**config.mk**
```make
export PLATFORM = sky130hd
export DESIGN_NAME = sac_ctrl
export DESIGN_NICKNAME = d
export VERILOG_FILES = /design/src/hw/sac_pkg.sv /design/src/hw/sac_ctrl.sv
export SDC_FILE = /design/constraint.sdc
export NUM_CORES = 1
export LEC_CHECK = 0
export ABC_AREA = 1
export BUFFER_PORTS_ARGS = -buffer_cell sky130_fd_sc_hd__buf_4
export CORE_MARGIN = 2
export CORE_UTILIZATION = 30
export CTS_CLUSTER_SIZE = 20
export DETAILED_ROUTE_END_ITERATION = 10
export HOLD_SLACK_MARGIN = 0.03
export SYNTH_ARGS = -nofsm -noshare
export SYNTH_HDL_FRONTEND = slang
export SYNTH_SLANG_ARGS = --single-unit
```
**constraint.sdc**
```tcl
create_clock -name aclk -period 1.8 [get_ports aclk]
set_clock_uncertainty 0.05 [all_clocks]
set_input_delay 0.09 -clock aclk [delete_from_list [all_inputs] [get_ports aclk]]
set_output_delay 0.09 -clock aclk [all_outputs]
set_load 0.1 [all_outputs]
```
**src/hw/sac_pkg.sv**
```systemverilog
// Package for the converter trigger and channel control block.
// Assumes an AXI4-Lite slave with 32-bit data and one clock.
package sac_pkg;

  // Register byte offsets
  localparam logic [7:0] OFS_CTRL   = 8'h00;
  localparam logic [7:0] OFS_STAT   = 8'h04;
  localparam logic [7:0] OFS_DATA   = 8'h08;
  localparam logic [7:0] OFS_PCH    = 8'h0c;
  localparam logic [7:0] OFS_NCH    = 8'h10;
  localparam logic [7:0] OFS_MASK   = 8'h14;

  // Control field positions
  localparam int CTL_TRIG_LO = 0;
  localparam int CTL_CFG_LO  = 3;
  localparam int CTL_EN_BIT  = 7;

  // Result field placement
  localparam int RES_LO   = 16;
  localparam int RES_BITS = 12;

  // Reset values
  localparam logic [7:0] CTRL_RST = 8'h00;
  localparam logic [7:0] CH_RST   = 8'h00;

  // Acquisition time
  localparam int ACQ_NS       = 1000;
  localparam int CLK_NS       = 50;
  localparam int ACQ_CYC      = (ACQ_NS + CLK_NS - 1) / CLK_NS;

  // AXI responses
  localparam logic [1:0] RESP_OKAY   = 2'b00;
  localparam logic [1:0] RESP_SLVERR = 2'b10;

  typedef enum logic [2:0] {
    TRG_PIN  = 3'h0,
    TRG_TMR1 = 3'h1,
    TRG_TMR0 = 3'h2,
    TRG_SW1  = 3'h3,
    TRG_SWC  = 3'h4,
    TRG_PLA  = 3'h5
  } sac_trig_t;

  typedef enum logic [1:0] {
    CFG_SE   = 2'h0,
    CFG_DIFF = 2'h1,
    CFG_PSD  = 2'h2
  } sac_cfg_t;

  localparam logic [4:0] PCH_MAX  = 5'h13;
  localparam logic [4:0] NCH_MAX  = 5'h10;

  // Switch drive to the analog front end
  typedef struct packed {
    logic       balance_closed;
    logic       pos_track;
    logic       neg_to_input;
    logic       neg_to_ref;
    logic       neg_to_gnd;
    logic [4:0] pos_sel;
    logic [4:0] neg_sel;
  } sac_sw_t;

endpackage

```
**src/hw/sac_ctrl.sv**
```systemverilog
// Trigger, channel select and phase sequencer for a 12-bit SAR converter.
// Assumes synchronous trigger inputs and a comparator that settles within
// the cycle in which sar_trial shows a trial code.
//
// Contract
// - Trigger field 000 pin, 001 timer1, 010 timer0, 011 single, 100 continuous, 101 array.
// - Negative select bits 4-0; 0-15 inputs, 16 reference.
// - Acquisition keeps comparator balanced while sampling arrays track input.
// - Conversion start disconnects both inputs for whole conversion.
// - Successive approximation steps until balanced, then code is output.
// - Pseudo-differential negative switch: input in acquisition, reference converting.
// - Single-ended negative switch tied to ground; negative pin ignored.
// - Control bits 4-3 pick single, differential, pseudo; 11 reserved.
// - Control bit 7 enables conversion mode.
// - Status bit 0 set at end of conversion; cleared by result read.
// - Result in bits 27-16, sign above; two's complement only differential.
`timescale 1ns/1ps
module sac_ctrl
  import sac_pkg::*;
#(
  parameter int ACQ_CYCLES = ACQ_CYC
) (
  // Clock and reset
  input  wire logic        aclk,
  input  wire logic        aresetn,
  // AXI4-Lite write
  input  wire logic [7:0]  s_axi_awaddr,
  input  wire logic        s_axi_awvalid,
  output logic             s_axi_awready,
  input  wire logic [31:0] s_axi_wdata,
  input  wire logic [3:0]  s_axi_wstrb,
  input  wire logic        s_axi_wvalid,
  output logic             s_axi_wready,
  output logic [1:0]       s_axi_bresp,
  output logic             s_axi_bvalid,
  input  wire logic        s_axi_bready,
  // AXI4-Lite read
  input  wire logic [7:0]  s_axi_araddr,
  input  wire logic        s_axi_arvalid,
  output logic             s_axi_arready,
  output logic [31:0]      s_axi_rdata,
  output logic [1:0]       s_axi_rresp,
  output logic             s_axi_rvalid,
  input  wire logic        s_axi_rready,
  // Trigger sources
  input  wire logic        external_start_pin,
  input  wire logic        timer1_overflow,
  input  wire logic        timer0_overflow,
  input  wire logic        programmable_logic_array,
  // Analog front end
  input  wire logic        comparator_high,
  output sac_sw_t          switch_ctl,
  output logic [11:0]      sar_trial,
  output logic             busy,
  output logic             irq
);

  typedef enum logic [1:0] {ST_IDLE, ST_ACQ, ST_CONV} sac_state_t;

  logic [7:0]  ctrl_r;
  logic [4:0]  pch_r;
  logic [4:0]  nch_r;
  logic        stat_r;
  logic        mask_r;
  logic [11:0] result_r;
  sac_state_t  state_r;
  logic [15:0] acq_cnt_r;
  logic [3:0]  bit_r;
  logic [11:0] trial_r;
  logic        pend_sw_r;
  logic        trig_prev_r;
  logic        done_pulse;
  logic        start_req;
  logic        trig_lvl;
  logic        conv_nxt;
  logic [11:0] kept;
  logic [11:0] trial_nxt;
  logic        wr_go;
  logic        rd_go;
  logic        data_read;
  logic [7:0]  aw_r;
  logic [31:0] w_r;
  logic [3:0]  ws_r;
  logic        aw_have_r;
  logic        w_have_r;
  sac_trig_t   trig_sel;
  sac_cfg_t    cfg_sel;

  assign trig_sel = sac_trig_t'(ctrl_r[CTL_TRIG_LO +: 3]);
  assign cfg_sel  = sac_cfg_t'(ctrl_r[CTL_CFG_LO +: 2]);

  //////////////////////////////////////////////////////////////////////////
  // AXI4-Lite write channel, address and data accepted in either order
  always_ff @(posedge aclk) begin
    if (!aresetn) begin
      aw_have_r <= 1'b0;
      w_have_r  <= 1'b0;
      aw_r      <= 8'h00;
      w_r       <= 32'h0;
      ws_r      <= 4'h0;
    end else begin
      if (s_axi_awvalid && s_axi_awready) begin
        aw_have_r <= 1'b1;
        aw_r      <= s_axi_awaddr;
      end else if (wr_go) begin
        aw_have_r <= 1'b0;
      end
      if (s_axi_wvalid && s_axi_wready) begin
        w_have_r <= 1'b1;
        w_r      <= s_axi_wdata;
        ws_r     <= s_axi_wstrb;
      end else if (wr_go) begin
        w_have_r <= 1'b0;
      end
    end
  end

  assign s_axi_awready = !aw_have_r && !s_axi_bvalid;
  assign s_axi_wready  = !w_have_r && !s_axi_bvalid;
  assign wr_go = aw_have_r && w_have_r && !s_axi_bvalid;

  always_ff @(posedge aclk) begin
    if (!aresetn) begin
      s_axi_bvalid <= 1'b0;
      s_axi_bresp  <= RESP_OKAY;
    end else if (wr_go) begin
      s_axi_bvalid <= 1'b1;
      s_axi_bresp  <= (aw_r[7:2] > OFS_MASK[7:2]) ? RESP_SLVERR : RESP_OKAY;
    end else if (s_axi_bready) begin
      s_axi_bvalid <= 1'b0;
    end
  end

  // Register writes; byte lane 0 carries all writable fields
  always_ff @(posedge aclk) begin
    if (!aresetn) begin
      ctrl_r <= CTRL_RST;
      pch_r  <= CH_RST[4:0];
      nch_r  <= CH_RST[4:0];
      mask_r <= 1'b0;
    end else if (wr_go && ws_r[0]) begin
      case ({aw_r[7:2], 2'b00})
        OFS_CTRL: ctrl_r <= w_r[7:0];
        OFS_PCH:  pch_r  <= w_r[4:0];
        OFS_NCH:  nch_r  <= w_r[4:0];
        OFS_MASK: mask_r <= w_r[0];
        default: ;
      endcase
    end
  end

  //////////////////////////////////////////////////////////////////////////
  // AXI4-Lite read channel
  assign s_axi_arready = !s_axi_rvalid;
  assign rd_go     = s_axi_arvalid && s_axi_arready;
  assign data_read = rd_go && ({s_axi_araddr[7:2], 2'b00} == OFS_DATA);

  always_ff @(posedge aclk) begin
    if (!aresetn) begin
      s_axi_rvalid <= 1'b0;
      s_axi_rdata  <= 32'h0;
      s_axi_rresp  <= RESP_OKAY;
    end else if (rd_go) begin
      s_axi_rvalid <= 1'b1;
      s_axi_rresp  <= RESP_OKAY;
      case ({s_axi_araddr[7:2], 2'b00})
        OFS_CTRL: s_axi_rdata <= {24'h0, ctrl_r};
        OFS_STAT: s_axi_rdata <= {31'h0, stat_r};
        // Sign copies above the code, only in differential mode
        OFS_DATA: s_axi_rdata <= {{4{cfg_sel == CFG_DIFF && result_r[11]}},
                                  result_r, 16'h0};
        OFS_PCH:  s_axi_rdata <= {27'h0, pch_r};
        OFS_NCH:  s_axi_rdata <= {27'h0, nch_r};
        OFS_MASK: s_axi_rdata <= {31'h0, mask_r};
        default: begin
          s_axi_rdata <= 32'h0;
          s_axi_rresp <= RESP_SLVERR;
        end
      endcase
    end else if (s_axi_rready) begin
      s_axi_rvalid <= 1'b0;
    end
  end

  //////////////////////////////////////////////////////////////////////////
  // Trigger selection; edge of a hardware source starts one conversion
  always_comb begin
    case (trig_sel)
      TRG_PIN:  trig_lvl = external_start_pin;
      TRG_TMR1: trig_lvl = timer1_overflow;
      TRG_TMR0: trig_lvl = timer0_overflow;
      TRG_PLA:  trig_lvl = programmable_logic_array;
      default:  trig_lvl = 1'b0;
    endcase
  end

  always_ff @(posedge aclk) begin
    if (!aresetn) trig_prev_r <= 1'b0;
    else          trig_prev_r <= trig_lvl;
  end

  // Single software request armed by writing the control register
  always_ff @(posedge aclk) begin
    if (!aresetn) begin
      pend_sw_r <= 1'b0;
    end else if (wr_go && ws_r[0] && {aw_r[7:2], 2'b00} == OFS_CTRL) begin
      pend_sw_r <= (w_r[2:0] == TRG_SW1);
    end else if (state_r == ST_ACQ) begin
      pend_sw_r <= 1'b0;
    end
  end

  // Reserved trigger codes and reserved configuration never start
  always_comb begin
    start_req = 1'b0;
    if (ctrl_r[CTL_EN_BIT] && ctrl_r[4:3] != 2'b11) begin
      case (trig_sel)
        TRG_SW1: start_req = pend_sw_r;
        TRG_SWC: start_req = 1'b1;
        TRG_PIN, TRG_TMR1, TRG_TMR0, TRG_PLA:
          start_req = trig_lvl && !trig_prev_r;
        default: start_req = 1'b0;
      endcase
    end
  end

  //////////////////////////////////////////////////////////////////////////
  // Phase sequencer: idle, acquisition, successive approximation
  // Outputs are registered from next-state terms and change on the same edge as the state,
  // so the DACs and the comparator see a trial code in the very cycle in which its bit is decided
  assign kept = comparator_high ? trial_r : (trial_r & ~(12'h1 << bit_r));
  assign conv_nxt = (state_r == ST_ACQ && acq_cnt_r == 16'(ACQ_CYCLES - 1))
                    || (state_r == ST_CONV && bit_r != 4'h0);
  assign trial_nxt = (state_r == ST_ACQ) ? 12'h800
                   : (state_r == ST_CONV && bit_r != 4'h0)
                     ? (kept | (12'h1 << (bit_r - 4'h1))) : trial_r;

  always_ff @(posedge aclk) begin
    if (!aresetn) begin
      state_r   <= ST_IDLE;
      acq_cnt_r <= 16'h0;
      bit_r     <= 4'h0;
      trial_r   <= 12'h0;
      result_r  <= 12'h0;
    end else begin
      case (state_r)
        ST_IDLE: begin
          if (start_req) begin
            state_r   <= ST_ACQ;
            acq_cnt_r <= 16'h0;
          end
        end
        ST_ACQ: begin
          if (acq_cnt_r == 16'(ACQ_CYCLES - 1)) begin
            state_r <= ST_CONV;
            bit_r   <= 4'd11;
            trial_r <= 12'h800;
          end else begin
            acq_cnt_r <= acq_cnt_r + 16'h1;
          end
        end
        ST_CONV: begin
          trial_r <= trial_nxt;
          if (bit_r == 4'h0) begin
            result_r <= kept;
            state_r  <= ST_IDLE;
          end else begin
            bit_r <= bit_r - 4'h1;
          end
        end
        default: state_r <= ST_IDLE;
      endcase
    end
  end

  assign done_pulse = (state_r == ST_CONV) && (bit_r == 4'h0);

  // Set wins over a clearing read in the same cycle
  always_ff @(posedge aclk) begin
    if (!aresetn)        stat_r <= 1'b0;
    else if (done_pulse) stat_r <= 1'b1;
    else if (data_read)  stat_r <= 1'b0;
  end

  //////////////////////////////////////////////////////////////////////////
  // Registered outputs to the front end
  always_ff @(posedge aclk) begin
    if (!aresetn) begin
      switch_ctl <= '0;
      sar_trial  <= 12'h0;
      busy       <= 1'b0;
      irq        <= 1'b0;
    end else begin
      switch_ctl.balance_closed <= !conv_nxt;
      switch_ctl.pos_track      <= !conv_nxt;
      switch_ctl.neg_to_input   <= !conv_nxt
                                   && cfg_sel != CFG_SE;
      switch_ctl.neg_to_ref     <= conv_nxt
                                   && cfg_sel == CFG_PSD;
      switch_ctl.neg_to_gnd     <= (cfg_sel == CFG_SE);
      switch_ctl.pos_sel        <= pch_r;
      switch_ctl.neg_sel        <= nch_r;
      sar_trial                 <= trial_nxt;
      busy                      <= (state_r != ST_IDLE);
      irq                       <= (stat_r || done_pulse) && mask_r;
    end
  end

  //////////////////////////////////////////////////////////////////////////
  // Checks
  sample_held_a: assert property (@(posedge aclk) disable iff (!aresetn)
    state_r == ST_CONV |-> !switch_ctl.pos_track
                           && !switch_ctl.balance_closed)
    else $error("input tracked during conversion");

  balance_acq_a: assert property (@(posedge aclk) disable iff (!aresetn)
    state_r == ST_ACQ |-> switch_ctl.balance_closed)
    else $error("comparator not balanced in acquisition");

  conv_len_a: assert property (@(posedge aclk) disable iff (!aresetn)
    $rose(state_r == ST_CONV) |-> (state_r == ST_CONV) [*8])
    else $error("conversion ended early");

  done_flag_a: assert property (@(posedge aclk) disable iff (!aresetn)
    done_pulse |=> stat_r)
    else $error("status not set at end of conversion");

  read_clear_a: assert property (@(posedge aclk) disable iff (!aresetn)
    data_read && !done_pulse |=> !stat_r)
    else $error("status not cleared by result read");

  se_ground_a: assert property (@(posedge aclk) disable iff (!aresetn)
    cfg_sel == CFG_SE |=> switch_ctl.neg_to_gnd
                          && !switch_ctl.neg_to_input)
    else $error("negative side not grounded");

  pseudo_ref_a: assert property (@(posedge aclk) disable iff (!aresetn)
    state_r == ST_CONV && $past(cfg_sel) == CFG_PSD
    |-> switch_ctl.neg_to_ref)
    else $error("negative side not on reference");

  disabled_idle_a: assert property (@(posedge aclk) disable iff (!aresetn)
    state_r == ST_IDLE && !ctrl_r[CTL_EN_BIT] |=> state_r == ST_IDLE)
    else $error("conversion started while disabled");

  reserved_trig_a: assert property (@(posedge aclk) disable iff (!aresetn)
    ctrl_r[2:0] > 3'h5 |-> !start_req)
    else $error("reserved trigger started a conversion");

  reserved_cfg_a: assert property (@(posedge aclk) disable iff (!aresetn)
    ctrl_r[4:3] == 2'b11 |-> !start_req)
    else $error("reserved configuration started a conversion");

  chan_sel_a: assert property (@(posedge aclk) disable iff (!aresetn)
    ##1 switch_ctl.pos_sel == $past(pch_r)
        && switch_ctl.neg_sel == $past(nch_r))
    else $error("channel select not driven");

  sign_ext_a: assert property (@(posedge aclk) disable iff (!aresetn)
    rd_go && {s_axi_araddr[7:2], 2'b00} == OFS_DATA && cfg_sel != CFG_DIFF
    |=> s_axi_rdata[31:28] == 4'h0 && s_axi_rdata[15:0] == 16'h0)
    else $error("straight binary result has sign bits");

endmodule

```
### Word-level counts from Yosys, hierarchy flattened

Cells that the tools add are included.

* register bits after elaboration: 153
* output and inout bits: 70
* input bits: 64

* shifts and indexed selects: 2
* reduce and logical (&&, ||, !) cells: 55
* muxes and demuxes: 32
* equal/unequal tests: 25
* bitwise operators: 3
* magnitude comparators: 1
* add/subtract/negate cells: 2

Operators with widths (number)
* $pmux W32 S6: 1
* $mux W12: 4
* $mux W16: 2
* $pmux W16 S2: 1
* $eq A6 B3 Y1 const B: 4
* $pmux W12 S2: 1
* $shl A1 B4 Y12 const A: 2
* $reduce_bool A2 Y1: 10
* $logic_and A1 B1 Y1: 19
* $eq A6 B2 Y1 const B: 3
* $add A16 B1 Y16 const B: 1
* $eq A16 B5 Y1 const B: 1
* $and A12 B12 Y12: 1
* $logic_not A6 Y1: 2
* $mux W1: 12
* $not A12 Y12: 1
* $or A12 B12 Y12: 1
* $reduce_and A2 Y1: 6
* $mux W2: 5
* $eq A3 B2 Y1 const B: 3
* $reduce_and A3 Y1: 3
* $mux W4: 2
* $ne A2 B2 Y1 const B: 4
* $pmux W4 S2: 1
* other kinds (19): 30

### Depth between registers and ports, before layout

Gate-level depths: netlist of the first run.

* depth after elaboration: 8
* depth in mapped cells: 11
* depth with buffers taken out: 11

### Worst setup path after synthesis of the first run

Ideal clock, no wire load.

* path type: register to register
* start: register s_axi_bvalid
* end: register w_r[5]
* cell stages (with the launch flop): 6
* path buffers: 1
* data required time: 1.634 ns
* slack: -1.295 ns
* data arrival time: 2.929 ns
* cells stage by stage: dfxtp_1 -> nor2_1 -> nand2_1 -> clkbuf_1 -> o21ai_0 -> nor2_1

* longest elaborated chain between the ends: 3

Ends and longest elaborated chain
* start: declaration: line sac_ctrl.sv:35 `output logic s_axi_bvalid,`
* start signal: assignment: line sac_ctrl.sv:124 `s_axi_bvalid <= 1'b0;`
* start signal: assignment: line sac_ctrl.sv:127 `s_axi_bvalid <= 1'b1;`
* start signal: assignment: line sac_ctrl.sv:130 `s_axi_bvalid <= 1'b0;`
* $logic_not A1 Y1: line sac_ctrl.sv:119 `assign s_axi_wready = !w_have_r && !s_axi_bvalid;`
* $logic_and A1 B1 Y1: line sac_ctrl.sv:119
* net s_axi_wready: line sac_ctrl.sv:33 `output logic s_axi_wready,`
* $logic_and A1 B1 Y1: line sac_ctrl.sv:108 `if (s_axi_wvalid && s_axi_wready) begin`
* end signal: assignment: line sac_ctrl.sv:110 `w_r <= s_axi_wdata;`
* end: declaration: line sac_ctrl.sv:82 `logic [31:0] w_r;`

The timed path passes the listed nets, and every way through them passes these cells.
A chain may end at the register's enable or synchronous reset.

### Worst setup path in the final report of the first run

* start: register bit_r[1]
* end: register result_r[6]

* longest elaborated chain between the ends: 4
* elaborated cells between the ends (all ways): 6

Ends and longest elaborated chain
* start: declaration: line sac_ctrl.sv:68 `logic [3:0] bit_r;`
* start signal: assignment: line sac_ctrl.sv:268 `bit_r <= bit_r - 4'h1;`
* $shl A1 B4 Y12: line sac_ctrl.sv:231 `assign kept = comparator_high ? trial_r : (trial_r & ~(12'h1 << bit_r));`
* $not A12 Y12: line sac_ctrl.sv:231
* $and A12 B12 Y12: line sac_ctrl.sv:231
* $mux W12: line sac_ctrl.sv:231
* end signal: assignment: line sac_ctrl.sv:265 `result_r <= kept;`
* end: declaration: line sac_ctrl.sv:65 `logic [11:0] result_r;`

Parallel ways exist; a longest one is shown, timed or not.

==> results of run 1 <==
## cell type report
| class | instances | area (um2) | share of cell area |
|---|---|---|---|
| sequential | 138 | 2770 | 0.349 |
| clock buffer | 17 | 425 | 0.0536 |
| inverter | 83 | 322 | 0.0405 |
| multi-input combinational | 547 | 2720 | 0.342 |
| timing repair buffer | 151 | 1210 | 0.153 |
| clock inverter | 15 | 156 | 0.0197 |
| tap | 265 | 332 | 0.0418 |
## worst reg2reg max path: cells and delay by family (launching register included)
kind / cells / cell delay, ns
flip-flops: 1 / 0.31
AO/OA/AOI/OAI: 1 / 0.06
AND/OR/NAND/NOR: 3 / 0.45
buffers and inverters: 3 / 0.43
adder cells (fa/ha/maj): 1 / 0.24
## power by group
group	total [uW]	switching (uW)	internal (uW)
Sequential	3130	34.2	3100
Combinational	594	418	176
Clock	3420	1470	1950
Total	7150	1920	5230
## logic make-up after synthesis
kind of cell	count (synthesis)
AND/OR/NAND/NOR	346
AO/OA/AOI/OAI	177
adder cells (fa/ha/maj)	6
XOR/XNOR	8
flip-flops	138
buffers and inverters	123
other	1
## how the worst max path moves through the flow
stage | from | to | slack [ns] | cells past startpoint
2_1_floorplan | s_axi_rvalid | s_axi_rdata[27] | -0.08 | 6
3_3_place_gp | bit_r[1] | bit_r[0] | 0.13 | 9
3_5_place_dp | bit_r[1] | bit_r[0] | 0.08 | 9
4_1_cts | bit_r[1] | bit_r[0] | 0.06 | 9
5_1_grt | bit_r[1] | trial_r[3] | 0.0007 | 9
6_report | bit_r[1] | result_r[6] | 0.13 | 8
## sequential cells by signal, indices dropped and copies added, names as in the netlist, 2 cells and up
register / flops
acq_cnt_r: 16
aw_r: 6
bit_r: 4
ctrl_r: 8
nch_r: 5
pch_r: 5
result_r: 12
s_axi_rdata: 21
sar_trial: 12
state_r: 2
switch_ctl: 14
trial_r: 12
w_r: 8
## stage by stage
stage | util | instances | worst slack (ns) | TNS [ns] | power [uW]
after floorplan | - | 808 | -0.0757 | -1.30 | 3620
after global placement | 0.361 | 1151 | 0.134 | 0 | 3750
after detailed placement | 0.361 | 1151 | 0.0803 | 0 | 3750
after CTS | 0.405 | 1210 | 0.0600 | 0 | 7220
after global routing | 0.408 | 1216 | 0.000692 | 0 | 7420
final | 0.408 | 1216 | 0.131 | 0 | 7150
## metal layers
layer,GRT usage,vias to the layer above
li1,-,2874
met3,0.0355,16
met4,0.0485,0
met2,0.222,143
met1,0.208,2526
met5,0,-
## cells in the final DEF (no fill, tap or decap), types with 2 or more instances in the layout
| cell | count |
|---|---|
| a21oi_1 | 108 |
| or2_1 | 3 |
| o21ai_0 | 51 |
| clkinv_4 | 4 |
| conb_1 | 10 |
| nor3_1 | 4 |
| inv_2 | 6 |
| a211oi_1 | 2 |
| nor2_4 | 6 |
| xor2_1 | 6 |
| ha_1 | 6 |
| nand3b_1 | 3 |
| clkinvlp_4 | 4 |
| dfxtp_1 | 136 |
| nand2_2 | 3 |
| nand4_1 | 15 |
| nand3_1 | 57 |
| dlygate4sd3_1 | 27 |
| clkinv_2 | 3 |
| inv_8 | 4 |
| dfxtp_4 | 2 |
| nor2_2 | 2 |
| nor2_1 | 69 |
| inv_6 | 3 |
| nand2_1 | 173 |
| nand2_4 | 3 |
| buf_4 | 123 |
| nand3_4 | 2 |
| inv_1 | 73 |
| clkbuf_16 | 17 |
| o21ai_1 | 9 |
## what timing repair did
action,in CTS,in global routing
endpoints found under the setup margin,0,19
setup buffers,0,6
gates resized for setup,0,3
hold endpoints to repair,35,0
hold buffers,27,0
==> key figures, run 1 <==
Floorplan
  • Initial Util: 0.306
  • Core ar.: 19500 um2
  • Die Y: 145 um
  • # IOs: 134
  • Die area: 21000 um2
  • Chip width: 145 um
  • # rows: 51

Finish
  • # diodes: 0
  • Layout cell share with drive strength beyond 1: 0.200
  • Fillcell total: 2040
  • Area Overhead vs Synth: 33.1%
  • Design Area, Final: 7940 um2
  • Fin nets: 1008

Yosys
  • Primary FF master, synth: dfxtp_1
  • Largest family of logic cells by synthesized area: simple AND/OR/NAND/NOR gates
  • Synth warnings: 0
  • Synth unique cells: 44
  • Post-Synth Adder-Cell Area: 0.0126
  • Post-synthesis register bit count: 138
  • Ys async rst share: 0
  • Syn Area/Cell: 7.46 um2
  • Synth area leaders: dfxtp_1 (46%), nand2_1 (11%), a21oi_1 (9.1%)
  • Simple logic cell fraction of the synthesized area: 0.264
  • Synth top cells by count: nand2_1 (175), dfxtp_1 (138), a21oi_1 (108), inv_1 (75), nor2_1 (71)
  • Cells after Synth: 799
  • Cell with the most instances after synthesis: nand2_1
  • Mapped cell area: 5960 um2
  • Post-synth top area cell: dfxtp_1
  • Post-synth EDFFs: 0
  • Sequential share of the synthesized area: 0.463
  • Post-Synth XOR/XNOR Area: 0.0149
  • Post-synth top area share: 0.463
  • Compound-Gate Fraction of Synth Area: 0.152
  • Mux share of post-synthesis cell area: 0

Global route
  • First-pass GRT wire length: 25.3 mm
  • GRT Resource Usage Total: 0.148
  • Grt ovf: 0
  • Vias in the first global route: 5064
  • Largest net degree at the start of global routing: 40
  • Initial antenna violation count: 0

Drt
  • Remaining DRCs: 0
  • 1st-pass router iterations: 5
  • Wire length per cell: 12.7 um
  • Total routed wirelength: 15.5 mm
  • DR vias/cell: 4.57
  • Vias post-DR: 5559
  • Metal-1 WL: 7.55 mm
  • Met2 WL: 6.82 mm
  • Met3 routed WL: 875 um
  • Top Metal Used: met4
  • Post-DRT Antenna Nets: 0
  • Initial drt markers: 391

Worst setup path
  • CP startpoint kind: flip-flop
  • Slowest cell on crit path: dfxtp_1
  • Max incr delay on CP: 0.31 ns
  • R2R Path End: result_r[6]
  • CP Data Required Time: 2.04 ns
  • Crit path kind: reg -> reg
  • Buf+Inv Stages, Crit Path: 3
  • Critical path arrival: 1.91 ns
  • Crit-path cells: inv_1 -> ha_1 -> nand3_4 -> nor2_4 -> clkinvlp_4 -> buf_4 -> nand2_1 -> a21oi_1
  • Crit Path Max Fanout: 11
  • R2R Setup Slk: 0.13 ns
  • Worst Setup End Kind: flip-flop
  • Largest delay share family, worst path: simple AND/OR/NAND/NOR gates
  • R2R depth: 8
  • Critical R2R Launch: bit_r[1]

CTS
  • TritonCTS buffer count: 17
  • CTS max path bufs: 2
  • CTS tree: done
  • Clock insertion delay at the later pin of the skew report: 0.42 ns
  • Clk sinks: 138
  • Htree depth: 4
  • Clock Pin Slew Worst Setup and Hold Paths: 0.06 ns
  • Root buffer cell: clkbuf_16

Timing
  • Hold WS: 0.0414 ns
  • Setup violators final: 0
  • Slew Viols, Final: 0
  • Final period utilization: 0.927
  • RSZ-0062 raised after global routing: no
  • Tmin final: 1.67 ns
  • Final hold vios: 0
  • Fmax: 0.599 GHz

Job
  • Max Cap Viol: 0

Pwr
  • VDD IR max: 0.000517 V
  • PwrDens: 901 nW/um2
  • Leakage: 0.00329 uW

Worst hold path
  • Worst hold endpoint: trig_prev_r
  • Min-delay worst type: in -> reg
  • Hold_sp: timer1_overflow
  • Hold path cells: 4

Placed design
  • Dpl hpwl: 11.1 mm
  • Placed cell areas: 7020 um2
  • Placer's final routability congestion estimate: 0.909
  • I/O Buffers: 92

Outcome
  • Run status: finished clean
No activity file was read; power rests on OpenSTA's default activity.
==> inputs of run 2 (changes only) <==
--- a/config.mk
+++ b/config.mk
@@ -8,10 +8,12 @@
 export ABC_AREA = 1
 export BUFFER_PORTS_ARGS = -buffer_cell sky130_fd_sc_hd__buf_4
 export CORE_MARGIN = 2
-export CORE_UTILIZATION = 30
+export CORE_UTILIZATION = 50
 export CTS_CLUSTER_SIZE = 20
 export DETAILED_ROUTE_END_ITERATION = 10
 export HOLD_SLACK_MARGIN = 0.03
+export PLACE_DENSITY = 0.75
+export SLEW_MARGIN = 5
 export SYNTH_ARGS = -nofsm -noshare
 export SYNTH_HDL_FRONTEND = slang
 export SYNTH_SLANG_ARGS = --single-unit
==> key figures, run 2 (same netlist as run 1, synthesis figures left out) <==
Placed design
  • Setup WS pre-CTS: 0.121 ns
  • Placer's final routability congestion estimate: 0.961
  • Dpl hpwl: 10.0 mm
  • I/O Buffers: 92
  • Placed cell areas: 6810 um2

Finish
  • Top Registers: s_axi_rdata (21), acq_cnt_r (16), switch_ctl (14)
  • Top reg by flops: s_axi_rdata
  • # diodes: 0
  • Area Overhead vs Synth: 30.4%
  • Fin nets: 998
  • Max FFs per register: 21
  • Most frequent cells in the layout: nand2_1 (170), dfxtp_1 (136), buf_4 (109), a21oi_1 (108), inv_1 (73)
  • Layout cell share with drive strength beyond 1: 0.199
  • Design Area, Final: 7770 um2
  • Most common cell after layout, fill and taps aside: nand2_1

Global route
  • Vias in the first global route: 5302
  • Initial antenna violation count: 0
  • First-pass GRT wire length: 24.7 mm
  • Largest net degree at the start of global routing: 69
  • Grt ovf: 0
  • GRT Resource Usage Total: 0.238

CTS
  • Htree depth: 4
  • Clk sinks: 138
  • Clock Pin Slew Worst Setup and Hold Paths: 0.06 ns
  • TritonCTS buffer count: 17
  • CTS tree: done
  • Root buffer cell: clkbuf_16
  • CTS max path bufs: 2
  • Clock insertion delay at the later pin of the skew report: 0.42 ns

Timing
  • Final Worst Setup Slack: 0.125 ns
  • Final period utilization: 0.931
  • Fmax: 0.597 GHz
  • Setup violators final: 0
  • Post-Route Setup TNS: 0 ns
  • Hold WS: 0.0263 ns
  • Slew Viols, Final: 0
  • Final hold vios: 0
  • Tmin final: 1.68 ns

Drt
  • Vias post-DR: 5649
  • Total routed wirelength: 15.0 mm
  • Wire length per cell: 13.8 um
  • DR vias/cell: 5.21
  • Initial drt markers: 536
  • 1st-pass router iterations: 9
  • Remaining DRCs: 6
  • Post-DRT Antenna Nets: 0

Worst setup path
  • Worst Setup End Kind: flip-flop
  • Critical path arrival: 1.93 ns
  • Max incr delay on CP: 0.33 ns
  • Buf+Inv Stages, Crit Path: 2
  • CP Data Required Time: 2.05 ns
  • Crit-path cells: inv_1 -> ha_1 -> inv_1 -> nor2_1 -> nand2_1 -> o21ai_0 -> o21ai_2 -> nand2_1 -> a21oi_1
  • Largest delay share family, worst path: compound AO/OA/AOI/OAI gates
  • Crit path kind: reg -> reg
  • CP startpoint kind: flip-flop
  • Crit Path Max Fanout: 4
  • Slowest cell on crit path: dfxtp_1

Floorplan
  • Core ar.: 11500 um2
  • # IOs: 134
  • # rows: 39
  • Initial Util: 0.518
  • Die Y: 113 um
  • Die area: 12800 um2
  • Chip width: 113 um

Worst hold path
  • Min-delay worst type: in -> reg

Outcome
  • Failing checks: design-rule violations
  • Run status: finished, violations left

Pwr
  • Pwr Total: 7140 uW
  • PwrDens: 918 nW/um2
  • VDD IR max: 0.000499 V
  • Leakage: 0.00323 uW

Job
  • Max Cap Viol: 0
## run 2: cell count changes in the layout (fill, tap and decap cells not counted), sizes merged
| cell | previous run | this run |
|---|---|---|
| dlygate4sd3 | 27 | 29 |
| bufinv | 1 | 0 |
| inv | 86 | 85 |
| clkbuf | 17 | 20 |
| buf | 124 | 111 |
| clkinvlp | 4 | 5 |
| clkinv | 7 | 6 |
## run 2: what timing repair did
action / 4_1_cts / 5_1_grt
hold endpoints to repair: 27 / 0
hold buffers: 29 / 0
endpoints found under the setup margin: 0 / 23
gates resized for setup: 0 / 15
buffers inserted: 0 / 1
## run 2: stage by stage
stage,utilization,cells
2_1_floorplan,-,808
3_3_place_gp,0.591,1021
3_5_place_dp,0.591,1021
4_1_cts,0.668,1082
5_1_grt,0.675,1084
6_report,0.675,1084
## run 2: routing by layer
metal | up-vias | track usage | share of wire
met2 | 166 | 0.387 | 0.48
met1 | 2610 | 0.311 | 0.46
li1 | 2849 | - | -
met5 | - | 0 | 0
met4 | 0 | 0.0837 | 0.017
met3 | 24 | 0.0557 | 0.052
## run 2: tightest hold or removal path: stages
cell and delay (ns):
buf_4 0.08, nand2_2 0.13, a21oi_1 0.16
## run 2: area by class of cell
cell class                 instances  area, um2
inverter                          83        322
multi-input combinational        547       2760
clock buffer                      20        489
sequential                       138       2770
tap                              143        179
fill                             972       3740
clock inverter                    12        101
timing repair buffer             140       1150
timing repair inverter             1       7.51
## run 2: final timing paths
path	from	end	slack [ns]	depth (start not counted)
worst max-delay path	bit_r[0]	trial_r[10]	0.12	9
worst min-delay path	s_axi_awvalid	aw_r[2]	0.03	3
worst max register to register	bit_r[0]	trial_r[10]	0.12	9
worst min register to register	nch_r[0]	switch_ctl[0]	0.40	2
## run 2: where the power goes
group          leakage, uW  switching, uW  internal, uW
Sequential         0.00112           32.9          3100
Combinational      0.00183            429           177
Clock             0.000287           1400          2000
Total              0.00323           1870          5280
==> inputs of run 3 (changes only) <==
--- a/config.mk
+++ b/config.mk
@@ -7,12 +7,14 @@
 export LEC_CHECK = 0
 export ABC_AREA = 1
 export BUFFER_PORTS_ARGS = -buffer_cell sky130_fd_sc_hd__buf_4
+export CELL_PAD_IN_SITES_DETAIL_PLACEMENT = 1
+export CELL_PAD_IN_SITES_GLOBAL_PLACEMENT = 1
 export CORE_MARGIN = 2
-export CORE_UTILIZATION = 50
+export CORE_UTILIZATION = 39
 export CTS_CLUSTER_SIZE = 20
 export DETAILED_ROUTE_END_ITERATION = 10
 export HOLD_SLACK_MARGIN = 0.03
-export PLACE_DENSITY = 0.75
+export PLACE_DENSITY_LB_ADDON = 0.1
 export SLEW_MARGIN = 5
 export SYNTH_ARGS = -nofsm -noshare
 export SYNTH_HDL_FRONTEND = slang
==> key figures, run 3 (same netlist as run 1, synthesis figures left out) <==
Timing
  • RSZ-0062 raised after global routing: yes
  • Slew Viols, Final: 0
  • Tmin final: 1.66 ns
  • Fmax: 0.603 GHz
  • Final hold vios: 0
  • Post-Route Setup TNS: 0 ns
  • Setup violators final: 0
  • Final period utilization: 0.922

Global route
  • Initial antenna violation count: 0
  • Largest net degree at the start of global routing: 46
  • Vias in the first global route: 6022
  • First-pass GRT wire length: 29.5 mm
  • Grt ovf: 0
  • GRT Resource Usage Total: 0.229

Pwr
  • VDD IR max: 0.000712 V
  • Leakage: 0.00326 uW
  • PwrDens: 918 nW/um2

Worst setup path
  • R2R Setup Slk: 0.14 ns
  • Worst Setup End Kind: flip-flop
  • R2R Path End: trial_r[10]
  • CP Data Required Time: 2.04 ns
  • Max incr delay on CP: 0.36 ns
  • R2R depth: 8
  • Critical Path End: trial_r[10]
  • Crit path kind: reg -> reg
  • Slowest cell on crit path: dfxtp_1
  • CP startpoint kind: flip-flop
  • Crit-path cells: ha_2 -> nand2_1 -> nor2_2 -> nand3_2 -> nand2_4 -> clkinvlp_4 -> nand2_1 -> a21oi_1
  • Critical R2R Launch: acq_cnt_r[0]
  • Critical Path Source: acq_cnt_r[0]
  • WP depth: 8
  • Buf+Inv Stages, Crit Path: 1
  • Critical path arrival: 1.90 ns
  • Crit Path Max Fanout: 6
  • Largest delay share family, worst path: simple AND/OR/NAND/NOR gates
  • CP dominant cell by count: nand2_1

Finish
  • Top Registers: s_axi_rdata (21), acq_cnt_r (16), switch_ctl (14)
  • Top reg by flops: s_axi_rdata
  • # diodes: 0
  • Final Util: 0.521
  • Max FFs per register: 21
  • Fin cells: 1134
  • Most common cell after layout, fill and taps aside: nand2_1
  • Fin nets: 1003
  • Area Overhead vs Synth: 31.8%
  • Layout cell share with drive strength beyond 1: 0.219
  • Most frequent cells in the layout: nand2_1 (172), dfxtp_1 (134), buf_4 (122), a21oi_1 (108), inv_1 (72)

CTS
  • TritonCTS buffer count: 17
  • Root buffer cell: clkbuf_16
  • CTS max path bufs: 2
  • CTS tree: done
  • Clock Pin Slew Worst Setup and Hold Paths: 0.06 ns
  • Htree depth: 4
  • Clk sinks: 138
  • Clock insertion delay at the later pin of the skew report: 0.43 ns

Floorplan
  • # IOs: 134
  • Core ar.: 15100 um2
  • Initial Util: 0.395
  • Chip width: 128 um
  • # rows: 45
  • Die Y: 128 um
  • Die area: 16300 um2

Job
  • Max Cap Viol: 0

Drt
  • Vias post-DR: 5749
  • Remaining DRCs: 0
  • DR vias/cell: 5.07
  • Post-DRT Antenna Nets: 0
  • 1st-pass router iterations: 4
  • Initial drt markers: 314
  • Total routed wirelength: 18.3 mm
  • Wire length per cell: 16.1 um

Placed design
  • Post-Place Cells: 1077
  • Dpl hpwl: 12.9 mm
  • Placer's final routability congestion estimate: 0.834
  • I/O Buffers: 92

Outcome
  • Run status: finished clean

Worst hold path
  • Min-delay worst type: in -> reg
## run 3: per-layer routing
metal	GRT usage	up-vias	part of all wire
met1	0.294	2774	0.46
met5	0	-	0
li1	-	2853	-
met2	0.382	103	0.48
met4	0.0756	0	0.015
met3	0.0544	19	0.038
## run 3: worst register-to-register path: stages, from the launching register on
cell	delay, ns
dfxtp_1	0.36
ha_2	0.21
nand2_1	0.07
nor2_2	0.14
nand3_2	0.16
nand2_4	0.15
clkinvlp_4	0.20
nand2_1	0.12
a21oi_1	0.06
## run 3: repair_timing
item | 4_1_cts | 5_1_grt
endpoints found under the hold margin | 23 | 0
hold buffers | 22 | 0
setup endpoints to repair | 0 | 55
buffers inserted | 0 | 2
gates resized for setup | 0 | 27
## run 3: how the worst min path moves through the flow
stage / endpoint / start / cells after the start
final: switch_ctl[7] / aresetn / 3
after CTS: switch_ctl[7] / aresetn / 3
after global placement: s_axi_bvalid / s_axi_bready / 4
after floorplan: result_r[0] / comparator_high / 2
after global routing: s_axi_rvalid / aresetn / 2
after detailed placement: s_axi_bvalid / s_axi_bready / 4
## run 3: power breakdown
part / internal [uW] / total [uW] / switching [uW]
Combinational: 160 / 588 / 427
Clock: 2010 / 3490 / 1480
Sequential: 3100 / 3140 / 35.5
## run 3: final cells by class
type,count,area [um2]
Sequential cell,138,2770
Tap cell,188,235
Clock inverter,13,133
Timing Repair inverter,1,7.51
Timing Repair Buffer,145,1160
Fill cell,1849,7230
Multi-Input combinational cell,547,2780
Inverter,83,322
Clock buffer,19,453
## run 3: per-stage QoR
step / worst slack [ns] / total power, uW / hold WS (ns) / instance area [um2]
after floorplan: -0.0757 / 3620 / 0.185 / 6050
after CTS: 0.00988 / 7260 / 0.0318 / 7740
final: 0.141 / 7220 / 0.0470 / 7860
after detailed placement: 0.0364 / 3750 / 0.303 / 6940
after global routing: -0.0191 / 7460 / 0.0583 / 7860
after global placement: 0.109 / 3730 / 0.284 / 6940
